===== src/hw/cmb_pkg.sv =====
package cmb_pkg;

    // Register offsets on the plain register port.
    localparam logic [7:0] ADDR_RX_FLAG = 8'h00;
    localparam logic [7:0] ADDR_RX_IRQ_EN = 8'h01;
    localparam logic [7:0] ADDR_CTRL = 8'h02;
    localparam logic [7:0] ADDR_TX_SEL = 8'h03;
    localparam logic [7:0] ADDR_TX_PRIO = 8'h04;
    localparam logic [7:0] ADDR_TX_EMPTY = 8'h05;
    localparam logic [7:0] ADDR_RX_ID0 = 8'h06;
    localparam logic [7:0] ADDR_RX_ID1 = 8'h07;
    localparam logic [7:0] ADDR_RX_ID2 = 8'h08;
    localparam logic [7:0] ADDR_RX_ID3 = 8'h09;
    localparam logic [7:0] ADDR_RX_DLC = 8'h0A;
    localparam logic [7:0] ADDR_TS_HIGH = 8'h0B;
    localparam logic [7:0] ADDR_TS_LOW = 8'h0C;
    localparam logic [7:0] ADDR_TX_WIN = 8'h0D;
    localparam logic [7:0] ADDR_STATUS = 8'h0E;

    // Field positions.
    localparam int RXF_BIT = 0;
    localparam int OVR_BIT = 1;
    localparam int TSEN_BIT = 0;
    localparam int ID3_RTR_BIT = 0;

    // Reset values.
    localparam logic [7:0] RX_IRQ_EN_RST = 8'h00;
    localparam logic [7:0] TX_PRIO_RST = 8'h00;

    // Error count past which the transmitter goes bus-off.
    localparam logic [8:0] BUS_OFF_LIMIT = 9'h0FF;

    // Largest valid data length code.
    localparam logic [3:0] DLC_MAX = 4'h8;

    // Receiver state indication codes.
    localparam logic [1:0] RX_STATE_OK = 2'h0;
    localparam logic [1:0] RX_STATE_BUS_OFF = 2'h3;

    // Received frame as delivered by the receive FIFO.
    typedef struct packed {
        logic        ide;
        logic [28:0] id;
        logic        rtr;
        logic [3:0]  dlc;
    } cmb_frame_t;

    // Register bus request.
    typedef struct packed {
        logic       wr;
        logic       rd;
        logic [7:0] addr;
        logic [7:0] wdata;
    } cmb_bus_t;

endpackage


===== src/hw/cmb_msg_buffer.sv =====
`timescale 1ns/1ps
// Contract
// - Overrun sets overrun flag; error irq pends while unmasked.
// - Good message into foreground sets full flag.
// - No FIFO shift while full flag set.
// - Receive irq pends while full, unmasked.
// - Bus-off above 255 errors, shown receiver.
// - Leaving bus-off sets receiver state OK.
// - Irq enables held reset in init mode.
// - State select fields survive init mode.
// - 29-bit ids, low bits 7:1 of reg3.
// - 11-bit ids, bits 10:3 in reg0.
// - RTR flag shows frame RTR.
// - Length code is binary byte count.
// - Lowest local priority buffer wins.
// - Non-empty buffers compete before start.
// - Ties go to lower buffer index.
// - Priority accessible only when empty, selected.
// - Time stamp written on acknowledge.
module cmb_msg_buffer #(
    parameter int NUM_TX = 3,
    parameter int PRIO_W = 8
) (
    // Clock and reset.
    input wire logic clk_sys,
    input wire logic arst_n,
    // Register port.
    input wire cmb_pkg::cmb_bus_t bus,
    output logic [7:0] rdata,
    // Receive FIFO side.
    input wire logic fifo_valid,
    input wire cmb_pkg::cmb_frame_t fifo_frame,
    output logic fifo_pop,
    input wire logic rx_overrun,
    // Controller status.
    input wire logic init_request,
    input wire logic init_ack,
    input wire logic [8:0] tx_err_count,
    input wire logic [15:0] timer_value,
    input wire logic msg_acked,
    // Transmit side.
    input wire logic [NUM_TX-1:0] tx_buffer_empty_flag,
    input wire logic sof_pending,
    output logic [NUM_TX-1:0] tx_winner,
    output logic [NUM_TX-1:0] tx_ts_strobe,
    // Interrupt requests and status.
    output logic rx_irq,
    output logic err_irq,
    output logic bus_off,
    output logic [1:0] rx_state
);

    ////////////////////////////////////////////////////////////////////////
    // State record.

    // All state of the block lives in one packed record.
    typedef struct packed {
        // Two-stage reset release synchroniser.
        logic [1:0] rst_sync;
        // Foreground buffer holds an unread message.
        logic rx_full_flag;
        // A receive overrun has been seen since the last clear.
        logic overrun_flag;
        // Receive interrupt enables, bit 0 full, bit 1 overrun.
        logic [7:0] rx_irq_enable_reg;
        // Receiver state interrupt selection, kept through init.
        logic [1:0] rx_state_irq_select;
        // Transmitter state interrupt selection, kept through init.
        logic [1:0] tx_state_irq_select;
        // Stamp acknowledged messages when set.
        logic timestamp_enable;
        // Software choice of transmit buffer for the priority window.
        logic [NUM_TX-1:0] tx_buffer_select;
        // Local arbitration priority of each transmit buffer.
        logic [NUM_TX-1:0][PRIO_W-1:0] tx_local_priority;
        // Message currently offered to software.
        cmb_pkg::cmb_frame_t rx_foreground_buffer;
        // Timer value captured at the last acknowledge.
        logic [15:0] timestamp;
        // One-hot result of the last arbitration.
        logic [NUM_TX-1:0] tx_winner;
        // One-cycle pulse naming the buffer that was stamped.
        logic [NUM_TX-1:0] tx_ts_strobe;
        // Read data, valid for one cycle after a read strobe.
        logic [7:0] rdata;
        // One-cycle pulse taking the FIFO head.
        logic fifo_pop;
        // Receive interrupt request.
        logic rx_irq;
        // Error interrupt request.
        logic err_irq;
        // Transmitter is bus-off.
        logic bus_off;
        // Receiver state indication.
        logic [1:0] rx_state;
    } cmb_state_t;

    cmb_state_t st_reg;
    cmb_state_t st_next;

    // Released reset for the body.
    logic rst_ok;
    assign rst_ok = st_reg.rst_sync[1];

    ////////////////////////////////////////////////////////////////////////
    // Helpers.

    // Length code as a byte count; illegal codes saturate at eight.
    function automatic logic [3:0] dlc_count(input logic [3:0] code);
        dlc_count = (code > cmb_pkg::DLC_MAX) ? cmb_pkg::DLC_MAX : code;
    endfunction

    // Identifier register image, standard or extended layout.
    function automatic logic [7:0] id_reg(input cmb_pkg::cmb_frame_t f,
                                          input logic [1:0] idx);
        logic [7:0] v;
        v = 8'h00;
        if (f.ide) begin
            unique case (idx)
                // Identifier bits 28 to 21.
                2'd0: v = f.id[28:21];
                // Bits 20 to 18, the two fixed ones, bits 17 to 15.
                2'd1: v = {f.id[20:18], 1'b1, 1'b1, f.id[17:15]};
                // Identifier bits 14 to 7.
                2'd2: v = f.id[14:7];
                // Low seven identifier bits above the remote flag.
                2'd3: v = {f.id[6:0], f.rtr};
            endcase
        end else begin
            unique case (idx)
                // Identifier bits 10 to 3.
                2'd0: v = f.id[10:3];
                // Low three identifier bits, remote flag, format bit.
                2'd1: v = {f.id[2:0], f.rtr, 1'b0, 3'b000};
                // No further identifier bits in the standard layout.
                2'd2: v = 8'h00;
                // Unused in the standard layout.
                2'd3: v = 8'h00;
            endcase
        end
        id_reg = v;
    endfunction

    ////////////////////////////////////////////////////////////////////////
    // Next-state logic.

    // Computes every register's next value from the current record.
    always_comb begin
        // Both init handshake bits high: initialisation mode.
        logic init_mode;
        // Both init handshake bits low: normal running.
        logic run_mode;
        // Software asks to clear the full flag this cycle.
        logic clr_rxf;
        // Software asks to clear the overrun flag this cycle.
        logic clr_ovr;
        // Lowest local priority seen so far in arbitration.
        logic [PRIO_W-1:0] best;
        // A selected empty buffer owns the priority window.
        logic found;
        // At least one filled buffer has entered arbitration.
        logic any_full;
        // One-hot arbitration result.
        logic [NUM_TX-1:0] win;
        // Index of the buffer behind the priority window.
        int sel;
        init_mode = 1'b0;
        run_mode = 1'b0;
        clr_rxf = 1'b0;
        clr_ovr = 1'b0;
        best = '0;
        found = 1'b0;
        any_full = 1'b0;
        win = '0;
        sel = 0;
        // Every register keeps its value unless a branch below moves it.
        st_next = st_reg;
        // The reset synchroniser shifts in ones after release.
        st_next.rst_sync = {st_reg.rst_sync[0], 1'b1};
        // Decode the init handshake into its two stable modes.
        init_mode = init_request & init_ack;
        run_mode = ~init_request & ~init_ack;
        // Pulses and read data fall back to zero each cycle.
        st_next.fifo_pop = 1'b0;
        st_next.rdata = 8'h00;
        st_next.tx_ts_strobe = '0;

        // Write one clears a receive flag.
        if (bus.wr && bus.addr == cmb_pkg::ADDR_RX_FLAG) begin
            clr_rxf = bus.wdata[cmb_pkg::RXF_BIT];
            clr_ovr = bus.wdata[cmb_pkg::OVR_BIT];
        end
        // Hardware set wins over a software clear in the same cycle.
        st_next.overrun_flag = rx_overrun |
                               (st_reg.overrun_flag & ~clr_ovr);
        if (clr_rxf) begin
            st_next.rx_full_flag = 1'b0;
        end
        // Shift only into a released foreground buffer.
        if (fifo_valid && !st_reg.rx_full_flag) begin
            st_next.rx_foreground_buffer = fifo_frame;
            st_next.rx_full_flag = 1'b1;
            st_next.fifo_pop = 1'b1;
        end

        // Enables held at reset value in init mode.
        if (init_mode) begin
            st_next.rx_irq_enable_reg = cmb_pkg::RX_IRQ_EN_RST;
        end else if (run_mode && bus.wr &&
                     bus.addr == cmb_pkg::ADDR_RX_IRQ_EN) begin
            st_next.rx_irq_enable_reg = bus.wdata;
        end
        // Select fields ignore init mode; they follow their own writes.
        if (bus.wr && bus.addr == cmb_pkg::ADDR_STATUS) begin
            st_next.rx_state_irq_select = bus.wdata[5:4];
            st_next.tx_state_irq_select = bus.wdata[3:2];
        end
        if (bus.wr && bus.addr == cmb_pkg::ADDR_CTRL) begin
            st_next.timestamp_enable = bus.wdata[cmb_pkg::TSEN_BIT];
        end
        if (bus.wr && bus.addr == cmb_pkg::ADDR_TX_SEL) begin
            st_next.tx_buffer_select = bus.wdata[NUM_TX-1:0];
        end

        // Lowest selected empty buffer owns the priority window.
        for (int i = NUM_TX - 1; i >= 0; i--) begin
            if (st_reg.tx_buffer_select[i] && tx_buffer_empty_flag[i]) begin
                sel = i;
                found = 1'b1;
            end
        end
        if (bus.wr && bus.addr == cmb_pkg::ADDR_TX_PRIO && found) begin
            st_next.tx_local_priority[sel] = bus.wdata[PRIO_W-1:0];
        end

        // Internal arbitration just before start of frame.
        // The first filled buffer seeds the search; later ones must
        // beat it strictly, so a tie keeps the lower index.
        best = '1;
        any_full = 1'b0;
        for (int i = 0; i < NUM_TX; i++) begin
            // Only buffers that hold a message take part.
            if (!tx_buffer_empty_flag[i] &&
                (!any_full ||
                 st_reg.tx_local_priority[i] < best)) begin
                best = st_reg.tx_local_priority[i];
                win = '0;
                win[i] = 1'b1;
                any_full = 1'b1;
            end
        end
        // The winner is latched only on the arbitration strobe.
        if (sof_pending) begin
            st_next.tx_winner = win;
        end

        // Stamp the active buffer once acknowledged.
        if (st_reg.timestamp_enable && msg_acked) begin
            st_next.timestamp = timer_value;
            st_next.tx_ts_strobe = st_reg.tx_winner;
        end

        // Bus-off and receiver state indication.
        st_next.bus_off = (tx_err_count > cmb_pkg::BUS_OFF_LIMIT);
        // The receiver shows OK again in the same cycle bus-off ends.
        st_next.rx_state = st_next.bus_off ? cmb_pkg::RX_STATE_BUS_OFF
                                           : cmb_pkg::RX_STATE_OK;

        // Interrupt requests from flags and enables.
        st_next.rx_irq = st_next.rx_full_flag &
            st_next.rx_irq_enable_reg[cmb_pkg::RXF_BIT];
        st_next.err_irq = st_next.overrun_flag &
            st_next.rx_irq_enable_reg[cmb_pkg::OVR_BIT];

        // Read data for the cycle after the strobe.
        if (bus.rd) begin
            unique case (bus.addr)
                // Receive flags: bit 1 overrun, bit 0 full.
                cmb_pkg::ADDR_RX_FLAG:
                    st_next.rdata = {6'h00, st_reg.overrun_flag,
                                     st_reg.rx_full_flag};
                // Interrupt enables, readable at any time.
                cmb_pkg::ADDR_RX_IRQ_EN:
                    st_next.rdata = st_reg.rx_irq_enable_reg;
                // Control: time stamp enable.
                cmb_pkg::ADDR_CTRL:
                    st_next.rdata = {7'h00, st_reg.timestamp_enable};
                // Transmit buffer selection.
                cmb_pkg::ADDR_TX_SEL:
                    st_next.rdata = 8'(st_reg.tx_buffer_select);
                // Priority window; reads zero when no buffer is open.
                cmb_pkg::ADDR_TX_PRIO:
                    st_next.rdata = found ? 8'(st_reg.tx_local_priority[sel])
                                          : 8'h00;
                // Transmit empty flags as seen from the controller.
                cmb_pkg::ADDR_TX_EMPTY:
                    st_next.rdata = 8'(tx_buffer_empty_flag);
                // First identifier register of the foreground message.
                cmb_pkg::ADDR_RX_ID0:
                    st_next.rdata = id_reg(st_reg.rx_foreground_buffer, 2'd0);
                // Second identifier register.
                cmb_pkg::ADDR_RX_ID1:
                    st_next.rdata = id_reg(st_reg.rx_foreground_buffer, 2'd1);
                // Third identifier register.
                cmb_pkg::ADDR_RX_ID2:
                    st_next.rdata = id_reg(st_reg.rx_foreground_buffer, 2'd2);
                // Fourth identifier register.
                cmb_pkg::ADDR_RX_ID3:
                    st_next.rdata = id_reg(st_reg.rx_foreground_buffer, 2'd3);
                // Byte count of the foreground message.
                cmb_pkg::ADDR_RX_DLC:
                    st_next.rdata = {4'h0,
                        dlc_count(st_reg.rx_foreground_buffer.dlc)};
                // Upper half of the last time stamp.
                cmb_pkg::ADDR_TS_HIGH:
                    st_next.rdata = st_reg.timestamp[15:8];
                // Lower half of the last time stamp.
                cmb_pkg::ADDR_TS_LOW:
                    st_next.rdata = st_reg.timestamp[7:0];
                // Last arbitration winner.
                cmb_pkg::ADDR_TX_WIN:
                    st_next.rdata = 8'(st_reg.tx_winner);
                // State selection fields and receiver state.
                cmb_pkg::ADDR_STATUS:
                    st_next.rdata = {2'b00, st_reg.rx_state_irq_select,
                                     st_reg.tx_state_irq_select,
                                     st_reg.rx_state};
                // Unmapped addresses read as zero.
                default:
                    st_next.rdata = 8'h00;
            endcase
        end

        // Hold everything but the synchroniser until reset is released.
        if (!rst_ok) begin
            st_next = '0;
            st_next.rst_sync = {st_reg.rst_sync[0], 1'b1};
        end
    end

    ////////////////////////////////////////////////////////////////////////
    // State register.

    // Registers the record; asynchronous reset loads all zeros.
    always_ff @(posedge clk_sys or negedge arst_n) begin
        if (!arst_n) begin
            // Asynchronous reset clears the whole record.
            st_reg <= '0;
        end else begin
            // Otherwise take the computed next state.
            st_reg <= st_next;
        end
    end

    // Outputs come straight from the record.
    // Read data of the previous read strobe.
    assign rdata = st_reg.rdata;
    // Pulse taking the FIFO head.
    assign fifo_pop = st_reg.fifo_pop;
    // Arbitration result.
    assign tx_winner = st_reg.tx_winner;
    // Stamp pulse for the winning buffer.
    assign tx_ts_strobe = st_reg.tx_ts_strobe;
    // Receive interrupt request.
    assign rx_irq = st_reg.rx_irq;
    // Error interrupt request.
    assign err_irq = st_reg.err_irq;
    // Bus-off status.
    assign bus_off = st_reg.bus_off;
    // Receiver state indication.
    assign rx_state = st_reg.rx_state;

endmodule


===== config.mk =====
export PLATFORM = sky130hd
export DESIGN_NAME = cmb_msg_buffer
export DESIGN_NICKNAME = d
export VERILOG_FILES = /design/src/hw/cmb_pkg.sv /design/src/hw/cmb_msg_buffer.sv
export SDC_FILE = /design/constraint.sdc
export NUM_CORES = 1
export LEC_CHECK = 0
export ABC_AREA = 1
export BUFFER_PORTS_ARGS = -buffer_cell sky130_fd_sc_hd__buf_2
export CORE_ASPECT_RATIO = 2
export CORE_MARGIN = 2
export CORE_UTILIZATION = 50
export CTS_CLUSTER_DIAMETER = 100
export DETAILED_ROUTE_END_ITERATION = 12
export PLACE_DENSITY = 0.73
export SLEW_MARGIN = 10
export SYNTH_ARGS = -nofsm -noshare
export SYNTH_HDL_FRONTEND = slang
export SYNTH_SLANG_ARGS = --single-unit
export TNS_END_PERCENT = 20

===== constraint.sdc =====
create_clock -name clk_sys -period 4.8 [get_ports clk_sys]
set_clock_uncertainty 0.2 [all_clocks]
set_input_delay 0.24 -clock clk_sys [delete_from_list [all_inputs] [get_ports clk_sys]]
set_output_delay 0.24 -clock clk_sys [all_outputs]
set_load 0.03 [all_outputs]

==> impl_metrics.sql <==
INSERT INTO impl_metrics (metric_group, metric, value, unit) VALUES
('routing', 'drt-wirelength-per-cell', '18.3', 'um'),
('setup_path', 'critical_path_class', 'flop to flop', ''),
('power', 'worst_ir_drop_vdd', '252', 'uV'),
('sta', 'setup_viol', '0', ''),
('routing', 'met2_wire_length', '10400', 'um'),
('floorplan', 'ioPinCount', '109', ''),
('setup_path', 'crit-reg2reg-launch', 'st_reg[78]$_DFFE_PN0P_', ''),
('setup_path', 'required_time_of_the_critical_path', '4940', 'ps'),
('sta', 'layout_worst_path_cycle_share', '73.7', '%'),
('routing', 'antenna_violating_nets_remaining', '0', ''),
('global_routing', 'pin_count_of_the_biggest_net_entering_global_routing', '77', ''),
('power', 'power_total', '0.00255', 'W'),
('clock_network', 'tritoncts', 'done', ''),
('setup_path', 'crit_path_start_kind', 'flop', ''),
('power', 'internal_power', '0.00194', 'W'),
('floorplan', 'floorplan.die.width', '81.5', 'um'),
('clock_network', 'clock_tree_sinks', '113', ''),
('sta', 'max_freq', '283', 'MHz'),
('placed_design', 'post-place-ws', '1620', 'ps'),
('sta', 'finalWorstSetupSlack', '1260', 'ps'),
('placed_design', 'dpl-instance-area', '0.00648', 'mm2'),
('setup_path', 'worst_path_max_delay_cell', 'sky130_fd_sc_hd__dlygate4sd3_1', ''),
('setup_path', 'crit_path_max_fanout', '17', ''),
('power', 'clock_power_share', '50.4', '%'),
('routing', 'detail_route.wirelength.met1', '6500', 'um'),
('routing', 'postRouteWirelength', '19200', 'um'),
('cells_and_area', 'flow.area_growth_from_synthesis', '28.5', '%'),
('yosys', 'synth_fp_nets', '851', ''),
('flow_run', 'timing.max_cap.violations', '0', ''),
('yosys', 'number_of_unique_standard_cell_types_used_by_synthesis', '43', ''),
('yosys', 'seq_area_frac_synth', '47.1', '%'),
('power', 'p_seq_share', '39.7', '%'),
('clock_network', 'clock_tree.buffer_depth', '2', ''),
('sta', 'finalSetupTns', '0', 'ps'),
('cells_and_area', 'largest_register_ffs', '94', ''),
('yosys', 'mappedNetlistArea', '0.00600', 'mm2'),
('yosys', 'synth_top_cells_by_count', '168 x sky130_fd_sc_hd__nand2_1, 113 x sky130_fd_sc_hd__dfrtp_1, 100 x sky130_fd_sc_hd__inv_1, 85 x sky130_fd_sc_hd__o21ai_0', ''),
('clock_network', 'count_of_h_tree_levels_built_during_cts', '4', ''),
('routing', 'remaining_drc_errors', '0', ''),
('yosys', 'synth_top_flop_cell', 'sky130_fd_sc_hd__dfrtp_1', ''),
('global_routing', 'grt_first_pass_wirelength', '30700', 'um'),
('clock_network', 'worst_skew_pair.late_latency', '410', 'ps'),
('floorplan', 'core', '0.0117', 'mm2'),
('clock_network', 'post_cts.repair.setup_buffers', '0', ''),
('placed_design', 'post-dp-hpwl', '14100', 'um'),
('yosys', 'post_synth_inst_count', '748', ''),
('floorplan', 'die_outline_area', '0.0129', 'mm2'),
('routing', 'first_pass_iters', '7', ''),
('setup_path', 'worstPathArrival', '3680', 'ps'),
('sta', 'timing.max_slew.rel_slack', '37.3', '%'),
('routing', 'detail_route.iter0.violations', '381', ''),
('floorplan', 'start_util', '51.3', '%'),
('routing', 'detail_route.vias_per_cell', '5.48', ''),
('global_routing', 'gr-usage-all-layers', '31.9', '%'),
('outcome', 'run_status', 'finished, final reports clean', ''),
('yosys', 'synth_edf_count', '0', ''),
('yosys', 'synth-async-reset-ratio', '100', '%'),
('sta', 'whs', '5.01', 'ps'),
('cells_and_area', 'fin_nets', '995', ''),
('cells_and_area', 'fraction_of_layout_instances_using_a_drive_strength_above_1', '18.9', '%'),
('clock_network', 'tritoncts.num_buffers', '17', ''),
('yosys', 'synth_most_common_cell', 'sky130_fd_sc_hd__nand2_1', ''),
('sta', 'worst_slew_pin_slew', '940', 'ps'),
('sta', 'report.final.slew_viol_count', '0', ''),
('setup_path', 'worstSetupEndpointType', 'flop', ''),
('routing', 'met3_length', '752', 'um'),
('floorplan', 'die_height', '159', 'um'),
('power', 'pwr-share-comb', '9.9', '%'),
('power', 'power_leakage', '3.78', 'nW'),
('global_routing', 'grt_pass1_vias', '6151', ''),
('min_path', 'worstHoldPathCells', '3', '');
-- layer usage --
layer  track usage (%)  up-vias
met5                 0        -
met4              23.6        0
met3              5.57       76
met2              55.9      225
met1              32.0     2702
li1                  -     2748
-- cell type report --
class	count	area, um2
clock buffer	21	470
clock inverter	10	134
fill	975	4000
inverter	111	417
multi-input combinational	483	2520
sequential	113	2830
tap	145	181
timing repair buffer	166	1150
-- cell families (layout without fill, tap and decap cells) --
group | Yosys count | after routing | share of synthesized area [%]
other cells | 1 | 1 | 0.0625
fa+ha+maj | 14 | 14 | 2.92
compound gates | 168 | 168 | 16.5
flops | 113 | 113 | 47.1
buf+inv | 152 | 308 | 10.9
simple gates | 300 | 300 | 22.5
-- power by group through the flow --
stage               Clock (W)  Combinational [W]  Sequential (W)
floorplan                   0           0.000122         0.00102
global placement            0           0.000205         0.00103
detailed placement          0           0.000210         0.00103
CTS                   0.00129           0.000250         0.00101
global route          0.00135           0.000282         0.00102
finish                0.00129           0.000253         0.00101
-- worst max-delay path by stage --
stage	start	end	slack [ps]	depth (start not counted)
after floorplan	st_reg[78]$_DFFE_PN0P_	tx_winner[0]$_DFFE_PN0P_	2100	19
after global placement	tx_buffer_empty_flag[0]	tx_winner[1]$_DFFE_PN0P_	1670	19
after detailed placement	tx_buffer_empty_flag[0]	tx_winner[0]$_DFFE_PN0P_	1620	19
after CTS	st_reg[78]$_DFFE_PN0P_	tx_winner[2]$_DFFE_PN0P_	1280	18
after global routing	st_reg[78]$_DFFE_PN0P_	tx_winner[2]$_DFFE_PN0P_	900	17
final	st_reg[78]$_DFFE_PN0P_	tx_winner[2]$_DFFE_PN0P_	1260	18
-- layout by cell type (no fill, tap or decap), types with 3 or more instances in the layout --
| cell type | instances |
|---|---|
| sky130_fd_sc_hd__nand2_1 | 168 |
| sky130_fd_sc_hd__nand2_4 | 3 |
| sky130_fd_sc_hd__buf_2 | 99 |
| sky130_fd_sc_hd__inv_2 | 11 |
| sky130_fd_sc_hd__dlygate4sd3_1 | 62 |
| sky130_fd_sc_hd__buf_4 | 5 |
| sky130_fd_sc_hd__a21oi_1 | 11 |
| sky130_fd_sc_hd__o211ai_1 | 6 |
| sky130_fd_sc_hd__nor3_1 | 3 |
| sky130_fd_sc_hd__o21ai_1 | 14 |
| sky130_fd_sc_hd__clkbuf_8 | 3 |
| sky130_fd_sc_hd__a211oi_1 | 5 |
| sky130_fd_sc_hd__nand2_2 | 4 |
| sky130_fd_sc_hd__nor3_2 | 3 |
| sky130_fd_sc_hd__o221ai_1 | 7 |
| sky130_fd_sc_hd__bufinv_16 | 3 |
| sky130_fd_sc_hd__o21ai_0 | 85 |
| sky130_fd_sc_hd__o2111ai_1 | 3 |
| sky130_fd_sc_hd__o22ai_1 | 21 |
| sky130_fd_sc_hd__a221oi_1 | 5 |
| sky130_fd_sc_hd__nor2_1 | 49 |
| sky130_fd_sc_hd__ha_1 | 14 |
| sky130_fd_sc_hd__dfrtp_1 | 112 |
| sky130_fd_sc_hd__clkinv_2 | 4 |
| sky130_fd_sc_hd__nand4_1 | 4 |
| sky130_fd_sc_hd__inv_1 | 100 |
| sky130_fd_sc_hd__nor2_4 | 4 |
| sky130_fd_sc_hd__clkbuf_16 | 17 |
| sky130_fd_sc_hd__nor2_2 | 4 |
| sky130_fd_sc_hd__nand3_1 | 50 |
-- through the flow --
| step | util (%) | cells |
|---|---|---|
| after floorplan | - | 748 |
| after global placement | 55.4 | 956 |
| after detailed placement | 55.4 | 956 |
| after CTS | 65.9 | 1049 |
| after global routing | 65.9 | 1049 |
| final | 65.9 | 1049 |
-- critical path: cells and delay by family (launching register included) --
| family | cells | cell delay, ps |
|---|---|---|
| fa+ha+maj | 2 | 580 |
| buf+inv | 1 | 540 |
| compound gates | 5 | 760 |
| simple gates | 10 | 1010 |
| flops | 1 | 380 |
-- timing repair --
action,CTS,global route
hold endpoints to repair,145,0
resized for setup,0,0
hold buffers,62,0
No activity file was read; power rests on OpenSTA's default activity.
